**src/shared/sat_pkg.sv**
```systemverilog
package sat_pkg;

  // ************************************************************
  // Register addresses on the special function register bus
  // ************************************************************
  localparam logic [7:0] ADDR_CONTROL = 8'hc8;
  localparam logic [7:0] ADDR_RELOAD_LOW = 8'hca;
  localparam logic [7:0] ADDR_RELOAD_HIGH = 8'hcb;
  localparam logic [7:0] ADDR_COUNT_LOW = 8'hcc;
  localparam logic [7:0] ADDR_COUNT_HIGH = 8'hcd;

  // ************************************************************
  // Control register bit positions
  // ************************************************************
  localparam int BIT_HIGH_OVF = 7;
  localparam int BIT_LOW_OVF = 6;
  localparam int BIT_LOW_IRQ_EN = 5;
  localparam int BIT_CAPTURE_EN = 4;
  localparam int BIT_SPLIT = 3;
  localparam int BIT_RUN = 2;
  localparam int BIT_EXT_CLK = 0;

  // ************************************************************
  // Reset values and counts
  // ************************************************************
  localparam logic [7:0] RESET_CONTROL = 8'h00;
  localparam logic [7:0] RESET_RELOAD = 8'h00;
  localparam logic [7:0] RESET_COUNT = 8'h00;
  localparam logic [7:0] RESET_RDATA = 8'h00;
  localparam logic [7:0] BYTE_MAX = 8'hff;
  localparam logic [3:0] DIV12_LAST = 4'hb;
  localparam logic [3:0] DIV12_RESET = 4'h0;

endpackage

```
**src/shared/sat_tick_if.sv**
```systemverilog
`timescale 1ns/1ps
interface sat_tick_if;
  logic tick_div12;
  logic tick_ext;
  logic lfo_fall;

  modport gen (
    output tick_div12,
    output tick_ext,
    output lfo_fall
  );

  modport use_side (
    input tick_div12,
    input tick_ext,
    input lfo_fall
  );
endinterface

```
**src/design/sat_tick_gen.sv**
```systemverilog
`timescale 1ns/1ps
module sat_tick_gen
  import sat_pkg::*;
(
  input wire logic clk,
  input wire logic resetn,
  input wire logic ext_clk_div8,
  input wire logic lfo_out,
  sat_tick_if.gen ticks
);

  typedef struct packed {
    logic ext_s1;
    logic ext_s2;
    logic ext_d;
    logic lfo_s1;
    logic lfo_s2;
    logic lfo_d;
    logic [3:0] div_cnt;
    logic tick_div12;
    logic tick_ext;
    logic lfo_fall;
  } sat_tick_state_t;

  sat_tick_state_t st_r;
  sat_tick_state_t st_nxt;

  always_comb
  begin
    st_nxt = st_r;
    // Two stages before anything looks at the pins
    st_nxt.ext_s1 = ext_clk_div8;
    st_nxt.ext_s2 = st_r.ext_s1;
    st_nxt.ext_d = st_r.ext_s2;
    st_nxt.lfo_s1 = lfo_out;
    st_nxt.lfo_s2 = st_r.lfo_s1;
    st_nxt.lfo_d = st_r.lfo_s2;
    st_nxt.tick_ext = st_r.ext_s2 & ~st_r.ext_d;
    st_nxt.lfo_fall = ~st_r.lfo_s2 & st_r.lfo_d;
    if (st_r.div_cnt == DIV12_LAST)
    begin
      st_nxt.div_cnt = DIV12_RESET;
    end
    else
    begin
      st_nxt.div_cnt = st_r.div_cnt + 4'h1;
    end
    st_nxt.tick_div12 = (st_r.div_cnt == DIV12_LAST);
  end

  always_ff @(posedge clk or negedge resetn)
  begin
    if (!resetn)
    begin
      st_r <= '0;
    end
    else
    begin
      st_r <= st_nxt;
    end
  end

  assign ticks.tick_div12 = st_r.tick_div12;
  assign ticks.tick_ext = st_r.tick_ext;
  assign ticks.lfo_fall = st_r.lfo_fall;
endmodule

```
**src/design/sat_timer.sv**
```systemverilog
`timescale 1ns/1ps
// Notes on behaviour
// Split bit picks one 16-bit or two 8-bit
// 16-bit wrap loads reload pair, sets high flag
// Interrupt on every 16-bit overflow when enabled
// Low byte wrap interrupts when low enable set
// Split bytes reload from own reload registers
// Run gates only high byte in split mode
// Per-byte clock: system, div12 or ext/8
// External div8 clock synchronised before use
// Split mode sets flag per byte wrap
// Split interrupts on high, low when enabled
// Flags cleared only by software writes
// Oscillator falling edge captures count into reload (code captures only while TIMER_IRQ_ENABLE is high)
// Count advances one per enabled tick
module sat_timer
  import sat_pkg::*;
(
  input wire logic CLK,
  input wire logic RESETN,
  input wire logic [7:0] SFR_ADDR,
  input wire logic [7:0] SFR_WDATA,
  input wire logic SFR_WR,
  input wire logic SFR_RD,
  output logic [7:0] SFR_RDATA,
  input wire logic EXT_CLK_DIV8,
  input wire logic LFO_OUT,
  input wire logic HIGH_BYTE_CLOCK_SELECT,
  input wire logic LOW_BYTE_CLOCK_SELECT,
  input wire logic TIMER_IRQ_ENABLE,
  output logic IRQ
);

  typedef struct packed {
    logic high_overflow_flag;
    logic low_overflow_flag;
    logic low_byte_irq_enable;
    logic lfo_capture_enable;
    logic split_mode_select;
    logic run_control;
    logic external_clock_select;
    logic capture_pend;
    logic [7:0] reload_low;
    logic [7:0] reload_high;
    logic [7:0] count_low;
    logic [7:0] count_high;
    logic [7:0] rdata;
  } sat_state_t;

  sat_state_t st_r;
  sat_state_t st_nxt;

  sat_tick_if ticks ();

  sat_tick_gen u_ticks (
    .clk(CLK),
    .resetn(RESETN),
    .ext_clk_div8(EXT_CLK_DIV8),
    .lfo_out(LFO_OUT),
    .ticks(ticks)
  );

  // ************************************************************
  // Helpers
  // ************************************************************
  // Bit 8 is the wrap, bits 7..0 the next byte value
  function automatic logic [8:0] bump8(input logic [7:0] v,
                                       input logic [7:0] rl);
    bump8 = (v == BYTE_MAX) ? {1'b1, rl} : {1'b0, v + 8'h01};
  endfunction

  function automatic logic pick_tick(input logic system_clock_sel,
                                     input logic ext_sel,
                                     input logic t_div12,
                                     input logic t_ext);
    pick_tick = system_clock_sel | (ext_sel ? t_ext : t_div12);
  endfunction

  logic tick_l;
  logic tick_h;
  logic wr_ctl;
  logic wr_rll;
  logic wr_rlh;
  logic wr_cl;
  logic wr_ch;
  logic capture;
  logic [8:0] low_step;
  logic [8:0] high_step;
  logic [8:0] low_chain;
  logic set_h;
  logic set_l;
  logic [7:0] ctl_view;

  always_comb
  begin
    tick_l = pick_tick(LOW_BYTE_CLOCK_SELECT, st_r.external_clock_select,
                       ticks.tick_div12, ticks.tick_ext);
    tick_h = pick_tick(HIGH_BYTE_CLOCK_SELECT, st_r.external_clock_select,
                       ticks.tick_div12, ticks.tick_ext);
  end

  // ************************************************************
  // Address decode
  // ************************************************************
  always_comb
  begin
    wr_ctl = 1'b0;
    wr_rll = 1'b0;
    wr_rlh = 1'b0;
    wr_cl = 1'b0;
    wr_ch = 1'b0;
    if (SFR_WR && SFR_ADDR == ADDR_CONTROL)
      wr_ctl = 1'b1;
    else if (SFR_WR && SFR_ADDR == ADDR_RELOAD_LOW)
      wr_rll = 1'b1;
    else if (SFR_WR && SFR_ADDR == ADDR_RELOAD_HIGH)
      wr_rlh = 1'b1;
    else if (SFR_WR && SFR_ADDR == ADDR_COUNT_LOW)
      wr_cl = 1'b1;
    else if (SFR_WR && SFR_ADDR == ADDR_COUNT_HIGH)
      wr_ch = 1'b1;
  end

  always_comb
  begin
    ctl_view = 8'h00;
    ctl_view[BIT_HIGH_OVF] = st_r.high_overflow_flag;
    ctl_view[BIT_LOW_OVF] = st_r.low_overflow_flag;
    ctl_view[BIT_LOW_IRQ_EN] = st_r.low_byte_irq_enable;
    ctl_view[BIT_CAPTURE_EN] = st_r.lfo_capture_enable;
    ctl_view[BIT_SPLIT] = st_r.split_mode_select;
    ctl_view[BIT_RUN] = st_r.run_control;
    ctl_view[BIT_EXT_CLK] = st_r.external_clock_select;
  end

  // ************************************************************
  // Counting
  // ************************************************************
  always_comb
  begin
    st_nxt = st_r;
    set_h = 1'b0;
    set_l = 1'b0;
    low_step = bump8(st_r.count_low, st_r.reload_low);
    high_step = bump8(st_r.count_high, st_r.reload_high);
    // 16-bit low byte carries; reload applies only on full wrap
    low_chain = {low_step[8], st_r.count_low + 8'h01};
    capture = ticks.lfo_fall && st_r.lfo_capture_enable
              && TIMER_IRQ_ENABLE;

    if (!st_r.split_mode_select)
    begin
      if (st_r.run_control && tick_l)
      begin
        set_l = low_chain[8];
        if (low_chain[8])
        begin
          if (high_step[8])
          begin
            st_nxt.count_low = st_r.reload_low;
            st_nxt.count_high = st_r.reload_high;
            set_h = 1'b1;
          end
          else
          begin
            st_nxt.count_low = low_chain[7:0];
            st_nxt.count_high = st_r.count_high + 8'h01;
          end
        end
        else
        begin
          st_nxt.count_low = low_chain[7:0];
        end
      end
    end
    else
    begin
      // Low byte free-runs regardless of run control
      if (tick_l)
      begin
        st_nxt.count_low = low_step[7:0];
        set_l = low_step[8];
      end
      if (st_r.run_control && tick_h)
      begin
        st_nxt.count_high = high_step[7:0];
        set_h = high_step[8];
      end
    end

    // Software count writes win over a tick in the same cycle
    if (wr_cl)
      st_nxt.count_low = SFR_WDATA;
    if (wr_ch)
      st_nxt.count_high = SFR_WDATA;

    if (wr_rll)
      st_nxt.reload_low = SFR_WDATA;
    if (wr_rlh)
      st_nxt.reload_high = SFR_WDATA;
    // Capture beats a reload write landing on the same edge
    if (capture)
    begin
      st_nxt.reload_low = st_r.count_low;
      st_nxt.reload_high = st_r.count_high;
    end

    if (wr_ctl)
    begin
      st_nxt.low_byte_irq_enable = SFR_WDATA[BIT_LOW_IRQ_EN];
      st_nxt.lfo_capture_enable = SFR_WDATA[BIT_CAPTURE_EN];
      st_nxt.split_mode_select = SFR_WDATA[BIT_SPLIT];
      st_nxt.run_control = SFR_WDATA[BIT_RUN];
      st_nxt.external_clock_select = SFR_WDATA[BIT_EXT_CLK];
    end
    // Set wins over a clearing write so no wrap is lost
    st_nxt.high_overflow_flag = (wr_ctl ? SFR_WDATA[BIT_HIGH_OVF]
                                 : st_r.high_overflow_flag) | set_h;
    st_nxt.low_overflow_flag = (wr_ctl ? SFR_WDATA[BIT_LOW_OVF]
                                : st_r.low_overflow_flag) | set_l;
    st_nxt.capture_pend = (wr_ctl ? 1'b0 : st_r.capture_pend) | capture;

    // Read data is registered: valid the cycle after the strobe
    if (SFR_RD && SFR_ADDR == ADDR_CONTROL)
      st_nxt.rdata = ctl_view;
    else if (SFR_RD && SFR_ADDR == ADDR_RELOAD_LOW)
      st_nxt.rdata = st_r.reload_low;
    else if (SFR_RD && SFR_ADDR == ADDR_RELOAD_HIGH)
      st_nxt.rdata = st_r.reload_high;
    else if (SFR_RD && SFR_ADDR == ADDR_COUNT_LOW)
      st_nxt.rdata = st_r.count_low;
    else if (SFR_RD && SFR_ADDR == ADDR_COUNT_HIGH)
      st_nxt.rdata = st_r.count_high;
    else if (SFR_RD)
      st_nxt.rdata = RESET_RDATA;
  end

  always_ff @(posedge CLK or negedge RESETN)
  begin
    if (!RESETN)
    begin
      st_r.high_overflow_flag <= 1'b0;
      st_r.low_overflow_flag <= 1'b0;
      st_r.low_byte_irq_enable <= 1'b0;
      st_r.lfo_capture_enable <= 1'b0;
      st_r.split_mode_select <= 1'b0;
      st_r.run_control <= 1'b0;
      st_r.external_clock_select <= 1'b0;
      st_r.capture_pend <= 1'b0;
      st_r.reload_low <= RESET_RELOAD;
      st_r.reload_high <= RESET_RELOAD;
      st_r.count_low <= RESET_COUNT;
      st_r.count_high <= RESET_COUNT;
      st_r.rdata <= RESET_RDATA;
    end
    else
    begin
      st_r <= st_nxt;
    end
  end

  // ************************************************************
  // Outputs
  // ************************************************************
  assign SFR_RDATA = st_r.rdata;
  // Low flag adds a source only with its enable; high always counts
  assign IRQ = TIMER_IRQ_ENABLE & (st_r.high_overflow_flag
               | (st_r.low_byte_irq_enable & st_r.low_overflow_flag)
               | st_r.capture_pend);

  logic quiet;
  assign quiet = !SFR_WR && !capture;
endmodule

```
**config.mk**
```make
export PLATFORM = sky130hd
export DESIGN_NAME = sat_timer
export DESIGN_NICKNAME = d
export VERILOG_FILES = /design/src/shared/sat_pkg.sv /design/src/shared/sat_tick_if.sv /design/src/design/sat_tick_gen.sv /design/src/design/sat_timer.sv
export SDC_FILE = /design/constraint.sdc
export NUM_CORES = 1
export LEC_CHECK = 0
export ABC_AREA = 1
export BUFFER_PORTS_ARGS = -buffer_cell sky130_fd_sc_hd__buf_2
export CORE_ASPECT_RATIO = 1.25
export CORE_UTILIZATION = 40
export CTS_CLUSTER_DIAMETER = 120
export CTS_CLUSTER_SIZE = 28
export DETAILED_ROUTE_END_ITERATION = 6
export PLACE_DENSITY = 0.6
export SYNTH_ARGS = -nofsm -noshare
export SYNTH_HDL_FRONTEND = slang
export SYNTH_SLANG_ARGS = --single-unit
```
**constraint.sdc**
```tcl
create_clock -name CLK -period 1.3 [get_ports CLK]
set_input_delay 0.065 -clock CLK [delete_from_list [all_inputs] [get_ports CLK]]
set_output_delay 0.065 -clock CLK [all_outputs]
set_load 0.01 [all_outputs]
```
# == Word-level counts from Yosys, hierarchy flattened ==
# Cells that the tools add are included.
# word_totals
register_bits,61
input_bits,25
out_inout_bits,9
word_cells,119
# op_classes
add_sub_neg,3
eq_ne,10
n_mux,48
n_bitwise,13
n_reduce_logical,22
# op_table
operator,n
8-bit two-way mux,14
16-bit two-way mux,4
"8-bit == test, second input constant",7
1-bit two-way mux,27
9-bit two-way mux,2
"8-bit by 1-bit adder with 8-bit output, second input constant",2
1-bit logical AND,14
3-bit nonzero test,3
1-bit bitwise OR,7
"3-bit by 1-bit != test with 1-bit output, second input constant",2
6-bit nonzero test,1
"4-bit by 1-bit adder with 4-bit output, second input constant",1
1-bit bitwise AND,4
"4-bit == test, second input constant",1
4-bit two-way mux,1
2-bit nonzero test,2
3-bit AND reduction,1
1-bit NOT,2
2-bit AND reduction,1

# == Longest topological paths before layout ==
# Gate-level depths: netlist of run 1.
# depth
word_depth,9
mapped_depth,12
depth_no_buf,12

# == Modules after synthesis ==
# From an unflattened synthesis of run 1, not the netlist that was laid out.
# hier_totals
hier_cells,512
area_unflattened_um2,3686.0
# modules_own_cells
mod,instances,cells_each,area_each_um2,seq_area_each_um2
sat_timer,1,477,3263.1,1201.2
sat_tick_gen,1,35,422.9,325.3

# == Worst setup path after synthesis of run 1 ==
# Ideal clock, no wire load.
# synth_path
kind,flip-flop to flip-flop
startpoint,reg st_r[16] in the netlist's numbering
endpoint,reg st_r[23] in the netlist's numbering
arrival_ns,1.316
t_required_ns,1.176
setup_slack_ns,-0.140
stages_incl_launch_ff,10
path_buffers,0
period_less_slack_ns,1.440
path_cell_list,dfrtp_1 ha_1 nand2_1 nor2_2 nand2_2 nor2_1 nor2_2 nand2_1 nand3_1 nand3_1
# synth_between
elab_chain_cells,6
word_cells_on_any_way,9
cone_classes,add/sub (1); eq/ne (1); mux (7)
# synth_rtl
item,line,source
"start, declared",sat_timer.sv:50,sat_state_t st_r;
"start signal, assigned",sat_timer.sv:258,st_r <= st_nxt;
8-bit by 1-bit adder with 8-bit output / 8-bit == test (equally long branches),"sat_timer.sv:69, sat_timer.sv:147",
16-bit two-way mux / 9-bit two-way mux (equally long branches),"sat_timer.sv:158, sat_timer.sv:69",
8-bit two-way mux,sat_timer.sv:156,if (low_chain[8])
16-bit two-way mux,sat_timer.sv:153,if (st_r.run_control && tick_l)
16-bit two-way mux *,sat_timer.sv:151,if (!st_r.split_mode_select)
8-bit two-way mux *,sat_timer.sv:192,if (wr_cl)
# Mark *: on every way between the ends. The rest lies on a longest branch, timed or not. The select of a mux whose other input is x is not followed.
# A chain may end at the register's enable or synchronous reset.

# == Final worst setup path of run 1 ==
# layout_path
startpoint,reg st_r[17] in the netlist's numbering
endpoint,reg st_r[21] in the netlist's numbering
# The elaborated chain is that of the path after synthesis.

==> out/summary.txt, run 1 <==
Die ar.: 9710 um2
async set or reset register ratio after synthesis: 100%
via count: 3853
top cell type by total area after synthesis: dfrtp_1
CTS buffer count: 9
die span in x: 88.3 um
Clock Pin Slew Worst Setup and Hold Paths: 0.06 ns
initial drt markers: 291
final core occ: 55.1%
synthesis-stage register bit count: 61
Hold Path Depth: 3
Ports: 34
setup ws final: -0.216 ns
WP data arrival: 1.73 ns
Starting Density: 41.1%
Bufs and invs on worst path: 0
first-pass GRT wire length: 18.3 mm
Netlist Area Pre-Place: 3730 um2
Clock Skew: 0.00612 ns
Worst VDD drop: 809 uV
Top FF cell, synth: dfrtp_1
share of layout cells above drive strength 1: 30.6%
CP max-delay cell: dfrtp_1
Tmin final: 1.52 ns
clock tree sinks: 61
antenna cell count: 0
R2R Setup Slk: -0.22 ns
Clk Tree Root Cell: clkbuf_16
unrepaired setup endpoints after global routing: true
status: complete, but fails checks
Hold Crit Class: input pin to flip-flop
H-tree depth: 3
clk_lat worst skew: 0.34 ns
vias in the first global route: 3704
Setup-failing EPs final: 17
DP Area: 4390 um2
Crit Reg-Reg Startpoint: st_r[17]
Net Count, Synth: 552
Via density: 5.20
failing checks: setup timing
PD cells: 1380 nW/um2
Finished Cell Area: 5000 um2
Critical Path RT: 1.51 ns
EDFF count, synth: 0
Hold Vio Cnt, Final: 0
initial antenna violation count: 0
DRC Markers: 0
synthesized instance count: 524
Worst path top cell family by delay: simple AND/OR/NAND/NOR gates
Worst Setup End Kind: flip-flop
Worst Max-Slew Pin Slew: 0.386 ns
gr ovfl total: 0
Fin Setup TNS: -2.36 ns
WL per Instance: 16.1 um
crit share post-route: 117%
YS warnings: 0
DP HPWL: 8.68 mm
Mean Syn Cell Area: 7.11 um2
Fmax: 0.659 GHz
Lkg Pwr: 2.57 nW
Pre-Repair DR Iteration Count: 4
TritonCTS clock tree: done
final wirelength: 11.9 mm
Die Ht: 110 um
slowest cell delay on critical path: 0.35 ns
worst hold start: SFR_WDATA[2]
total core area: 9080 um2
IO Port Bufs: 33
Hold Path End: st_r[18]
Crit path top cell by count: nand3_1
Yosys top cell area share: 41.0%
GPL Wtd Cong: 0.932
Max-cap violations: 0
Critical Path Fanout Max: 5
worst reg2reg endpoint: st_r[21]
largest net degree at the start of global routing: 62
Place WS: -0.200 ns
fin nets: 641
Setup CP Type: flip-flop to flip-flop
startpoint type of the worst setup path: flip-flop
Cell variety after synth: 34
Routed Antenna Nets: 0
slew margin rel.: 74.2%
Seq/Total Area, Yosys: 41.0%
Cell Chain, Critical Path: ha_2 -> nand3_1 -> nor2_4 -> nand2_2 -> nand2_4 -> nand2_1 -> nand3_1 -> nand3_1
clock buffer depth: 2
num rows: 39
R2R depth: 8
Global Route Usage Sum: 25.8%
Layout area overhead: 34.2%
top cells by area, synth: dfrtp_1 (41%), nand2_1 (17%), inv_1 (6.4%)
fin. max-slew vios: 0
-- stage by stage --
stage / hold slack (ns) / cells / total power, mW
after floorplan: -0.231 / 524 / 3.53
after global placement: 0.0948 / 716 / 4.35
after detailed placement: 0.101 / 716 / 4.39
after CTS: 0.0142 / 738 / 6.70
after global routing: 0.0350 / 741 / 7.25
final: 0.0282 / 741 / 6.88
-- placed cells by master (no fill, tap or decap), drive strengths merged, types with 2 or more instances in the layout --
| master | instances |
|---|---|
| clkinv | 6 |
| nand4 | 12 |
| o21ai | 57 |
| buf | 94 |
| clkbuf | 11 |
| nand2 | 185 |
| ha | 3 |
| clkinvlp | 2 |
| dfrtp | 61 |
| nor2 | 45 |
| a21oi | 3 |
| inv | 70 |
| xor2 | 7 |
| nand3 | 47 |
| or2 | 2 |
| o211ai | 2 |
| nor3 | 2 |
| dlygate4sd3 | 3 |
-- cell usage after synthesis, types with 2 or more instances --
library cell,count
nor2_1,35
inv_1,64
nand3_2,3
nor3_1,2
o21ai_1,7
buf_4,12
clkinv_1,2
buf_2,2
xor2_1,7
o21ai_2,4
nor2_2,7
buf_6,3
o211ai_1,2
nand2_1,173
a21oi_1,3
inv_2,5
nor2_4,3
nand4_1,12
dfrtp_1,61
nand3_1,43
clkbuf_1,4
nand2_2,12
o21ai_0,45
ha_1,3
-- cell families (layout without fill, tap and decap cells) --
| logic type | count (synthesis) | count (layout) | share of synthesized area [%] |
|---|---|---|---|
| simple gates | 293 | 293 | 34.7 |
| buf+inv | 92 | 186 | 11.1 |
| compound gates | 66 | 66 | 10.0 |
| flops | 61 | 61 | 41.0 |
| xor+xnor | 8 | 8 | 1.88 |
| fa+ha+maj | 3 | 3 | 1.01 |
| mux | 1 | 1 | 0.269 |
-- worst reg2reg max path, cell delays in order, from the launching register on --
cell and delay, ns:
dfrtp_1 0.35, ha_2 0.20, nand3_1 0.17, nor2_4 0.21
nand2_2 0.10, nand2_4 0.10, nand2_1 0.06, nand3_1 0.11
nand3_1 0.08
-- report_power, final --
part / leakage (nW) / switching [mW] / internal (mW)
Clock: 0.132 / 0.943 / 1.29
Sequential: 0.742 / 0.228 / 2.21
Combinational: 1.70 / 1.25 / 0.952
Total: 2.57 / 2.42 / 4.45
-- how the worst max path moves through the flow --
| stage | startpoint | endpoint | slack [ns] | cells after the start |
|---|---|---|---|---|
| after floorplan | st_r[16] | st_r[8] | -0.08 | 10 |
| after global placement | st_r[8] | st_r[23] | -0.18 | 9 |
| after detailed placement | st_r[8] | st_r[23] | -0.20 | 9 |
| after CTS | st_r[9] | st_r[16] | -0.16 | 10 |
| after global routing | st_r[17] | st_r[21] | -0.35 | 8 |
| final | st_r[17] | st_r[21] | -0.22 | 8 |
-- state kept, by name, summed over array words and instances, names as in the netlist --
signal and cells:
u_ticks.ticks.tick_ext 1, u_ticks.st_r 6, u_ticks.st_nxt 4, st_r 33
ctl_view 7, u_ticks.ticks.lfo_fall 1, u_ticks.ticks.tick_div12 1, SFR_RDATA 8
-- area by class of cell --
cell class | count | area, um2
Clock buffer | 9 | 225
Clock inverter | 7 | 51.3
Fill cell | 887 | 4080
Inverter | 71 | 269
Multi-Input combinational cell | 371 | 1990
Sequential cell | 61 | 1530
Tap cell | 123 | 154
Timing Repair Buffer | 99 | 788
-- timing repair --
action	4_1_cts	5_1_grt
cloned	1	2
pin swaps	2	11
resized for setup	24	46
endpoints found under the hold margin	63	0
buffers inserted	2	1
setup endpoints to repair	17	23
hold buffers	3	0
-- layer usage --
layer,routed length (um),vias to the layer above,global-route usage (%),share of wire (%)
li1,-,1839,-,-
met1,4620,1849,28.6,39
met2,6000,125,44.7,50
met3,571,40,5.11,4.8
met4,726,0,16.2,6.1
met5,0,-,0,0
(Power assumes the default switching activity.)
==> run 2: changes to the inputs <==
==> constraint.sdc (replaced) <==
create_clock -name CLK -period 1.3 [get_ports CLK]
set_input_delay 0.195 -clock CLK [delete_from_list [all_inputs] [get_ports CLK]]
set_output_delay 0.195 -clock CLK [all_outputs]
set_load 0.01 [all_outputs]
==> run 2 against run 1 <==
First-iteration DRC count increased by 22%. Clock skew increased by 0.00054 ns. Wire length decreased by 2.5%. Utilization increased by 0.98 points. Register-to-register slack about the same. The flow still finishes with violations (setup timing). Sequential power about the same. Worst setup slack improved by 0.012 ns. Worst hold slack improved by 0.12 ns. Global-route usage increased by 0.43 points.
==> out/summary.txt, run 2 (synthesized netlist as in run 1, its figures left out) <==
max reg flops: 33
WL per Instance: 15.5 um
Hold Path Depth: 3
R2R depth: 10
clk_lat worst skew: 0.34 ns
busiest grt layer: met2
sequential power share: 34.6%
Clock Skew: 0.00667 ns
IO Port Bufs: 33
setup ws final: -0.205 ns
CP max-delay cell: dfrtp_1
Global Route Usage Sum: 26.2%
Hold Vio Cnt, Final: 0
slowest cell delay on critical path: 0.36 ns
Die Ht: 110 um
status: complete, but fails checks
gr ovfl total: 0
slew margin rel.: 76.7%
worst hold slack: 0.147 ns
Crit Reg-Reg Startpoint: st_r[9]
GPL Wtd Cong: 0.931
grt met1 use: 29.4%
unrepaired setup endpoints after global routing: true
placed cells: 723
routing usage on met3: 4.28%
Clk pwr share: 33.1%
commonest non-fill, non-tap cell in the layout: nand2_1
total core area: 9080 um2
fin nets: 650
Ports: 34
share of layout cells above drive strength 1: 32.2%
WP data arrival: 1.73 ns
antenna cell count: 0
Setup CP Type: flip-flop to flip-flop
initial antenna violation count: 0
startpoint type of the worst setup path: flip-flop
DP HPWL: 8.63 mm
final wirelength: 11.6 mm
via count: 3870
P_sw: 2.56 mW
Lkg Pwr: 2.65 nW
Max-cap violations: 0
Worst Setup End Kind: flip-flop
Layout area overhead: 36.6%
filler instances: 849
commonest non-fill, non-tap cells in the layout: nand2_1 (161), inv_1 (61), dfrtp_1 (60), buf_4 (60), o21ai_0 (40)
Comb pwr share: 32.4%
Int Pwr: 4.56 mW
grt met2 use: 46.2%
TritonCTS clock tree: done
H-tree depth: 3
fin. max-slew vios: 0
worst reg2reg endpoint: st_r[20]
PD cells: 1400 nW/um2
CTS buffer count: 9
crit share post-route: 116%
failing checks: setup timing
die span in x: 88.3 um
Clock Pin Slew Worst Setup and Hold Paths: 0.06 ns
clock buffer depth: 2
Fmax: 0.665 GHz
Via density: 5.16
sw frac: 35.9%
Clk Tree Root Cell: clkbuf_16
Starting Density: 41.1%
clock tree sinks: 61
Routed Antenna Nets: 0
Pre-Repair DR Iteration Count: 5
Top reg by flops: st_r
Critical Path Fanout Max: 6
Cell Chain, Critical Path: ha_2 -> nand2_2 -> nor2_4 -> nand2_4 -> inv_4 -> nand2_4 -> nand2_4 -> nand2_1 -> nand3_2 -> nand3_1
total chip power: 7.11 mW
Fin Setup TNS: -2.40 ns
Worst VDD drop: 809 uV
worst hold start: SFR_WDATA[4]
Crit path top cell by count: nand2_4
initial drt markers: 354
Hold Crit Class: input pin to flip-flop
R2R Setup Slk: -0.20 ns
largest net degree at the start of global routing: 62
Final Non-Filler Cells: 750
first-pass GRT wire length: 18.6 mm
Setup-failing EPs final: 17
Worst Max-Slew Pin Slew: 0.346 ns
Critical Path RT: 1.53 ns
num rows: 39
Die ar.: 9710 um2
Tmin final: 1.50 ns
Hold Path End: ctl_view[4]
vias in the first global route: 3810
DRC Markers: 0
[run 2: cell count changes in the layout (fill, tap and decap cells not counted), sizes merged]
| cell | change |
|---|---|
| buf | +11 |
| clkbuf | -2 |
| clkinv | -3 |
| clkinvlp | -1 |
| inv | +4 |
[run 2: power groups by stage]
stage / logic (mW) / clock network [mW] / registers [mW]
after CTS: 2.12 / 2.38 / 2.42
after detailed placement: 1.96 / 0 / 2.45
after floorplan: 1.11 / 0 / 2.41
after global routing: 2.54 / 2.47 / 2.49
after global placement: 1.94 / 0 / 2.43
final: 2.30 / 2.35 / 2.46
[run 2: worst max-delay path by stage]
| stage | start | endpoint | slack, ns | depth (start not counted) |
|---|---|---|---|---|
| after floorplan | st_r[16] | st_r[8] | -0.08 | 10 |
| after global placement | st_r[8] | st_r[23] | -0.19 | 9 |
| after detailed placement | st_r[8] | st_r[20] | -0.21 | 9 |
| after CTS | st_r[9] | st_r[9] | -0.14 | 10 |
| after global routing | st_r[9] | st_r[20] | -0.32 | 10 |
| final | st_r[9] | st_r[20] | -0.20 | 10 |
[run 2: cell type report]
class / count / area (um2) / area share [%]
tap: 123 / 154 / 3.02
sequential: 61 / 1530 / 30.0
clock inverter: 7 / 62.6 / 1.23
inverter: 71 / 269 / 5.29
timing repair buffer: 108 / 825 / 16.2
clock buffer: 9 / 225 / 4.42
multi-input combinational: 371 / 2030 / 39.8
[run 2: critical path, delay by kind of cell, from the launching register on]
family	cells	cell delay, ns
and+or+nand+nor	8	0.73
buffers and inverters	1	0.11
adders and majority gates	1	0.19
DFF	1	0.36
[run 2: metal layers]
layer / up-vias / wire length (um)
li1: 1848 / -
met1: 1833 / 4440
met2: 145 / 5900
met3: 44 / 530
met4: 0 / 746
met5: - / 0
[run 2: metrics by stage]
stage	instance area (um2)	utilization, %	setup WS (ns)
6_report	5090	56.1	-0.205
5_1_grt	5090	56.1	-0.318
4_1_cts	4950	54.6	-0.144
3_5_place_dp	4450	49.1	-0.207
3_3_place_gp	4450	49.1	-0.189
2_1_floorplan	3740	-	-0.0809
[run 2: what timing repair did]
| item | 4_1_cts | 5_1_grt |
|---|---|---|
| resized for setup | 31 | 42 |
| setup endpoints to repair | 18 | 21 |
| hold buffers | 3 | 0 |
| endpoints found under the hold margin | 63 | 0 |
| setup buffers | 9 | 4 |
| cloned | 1 | 0 |
| pin swaps | 34 | 34 |
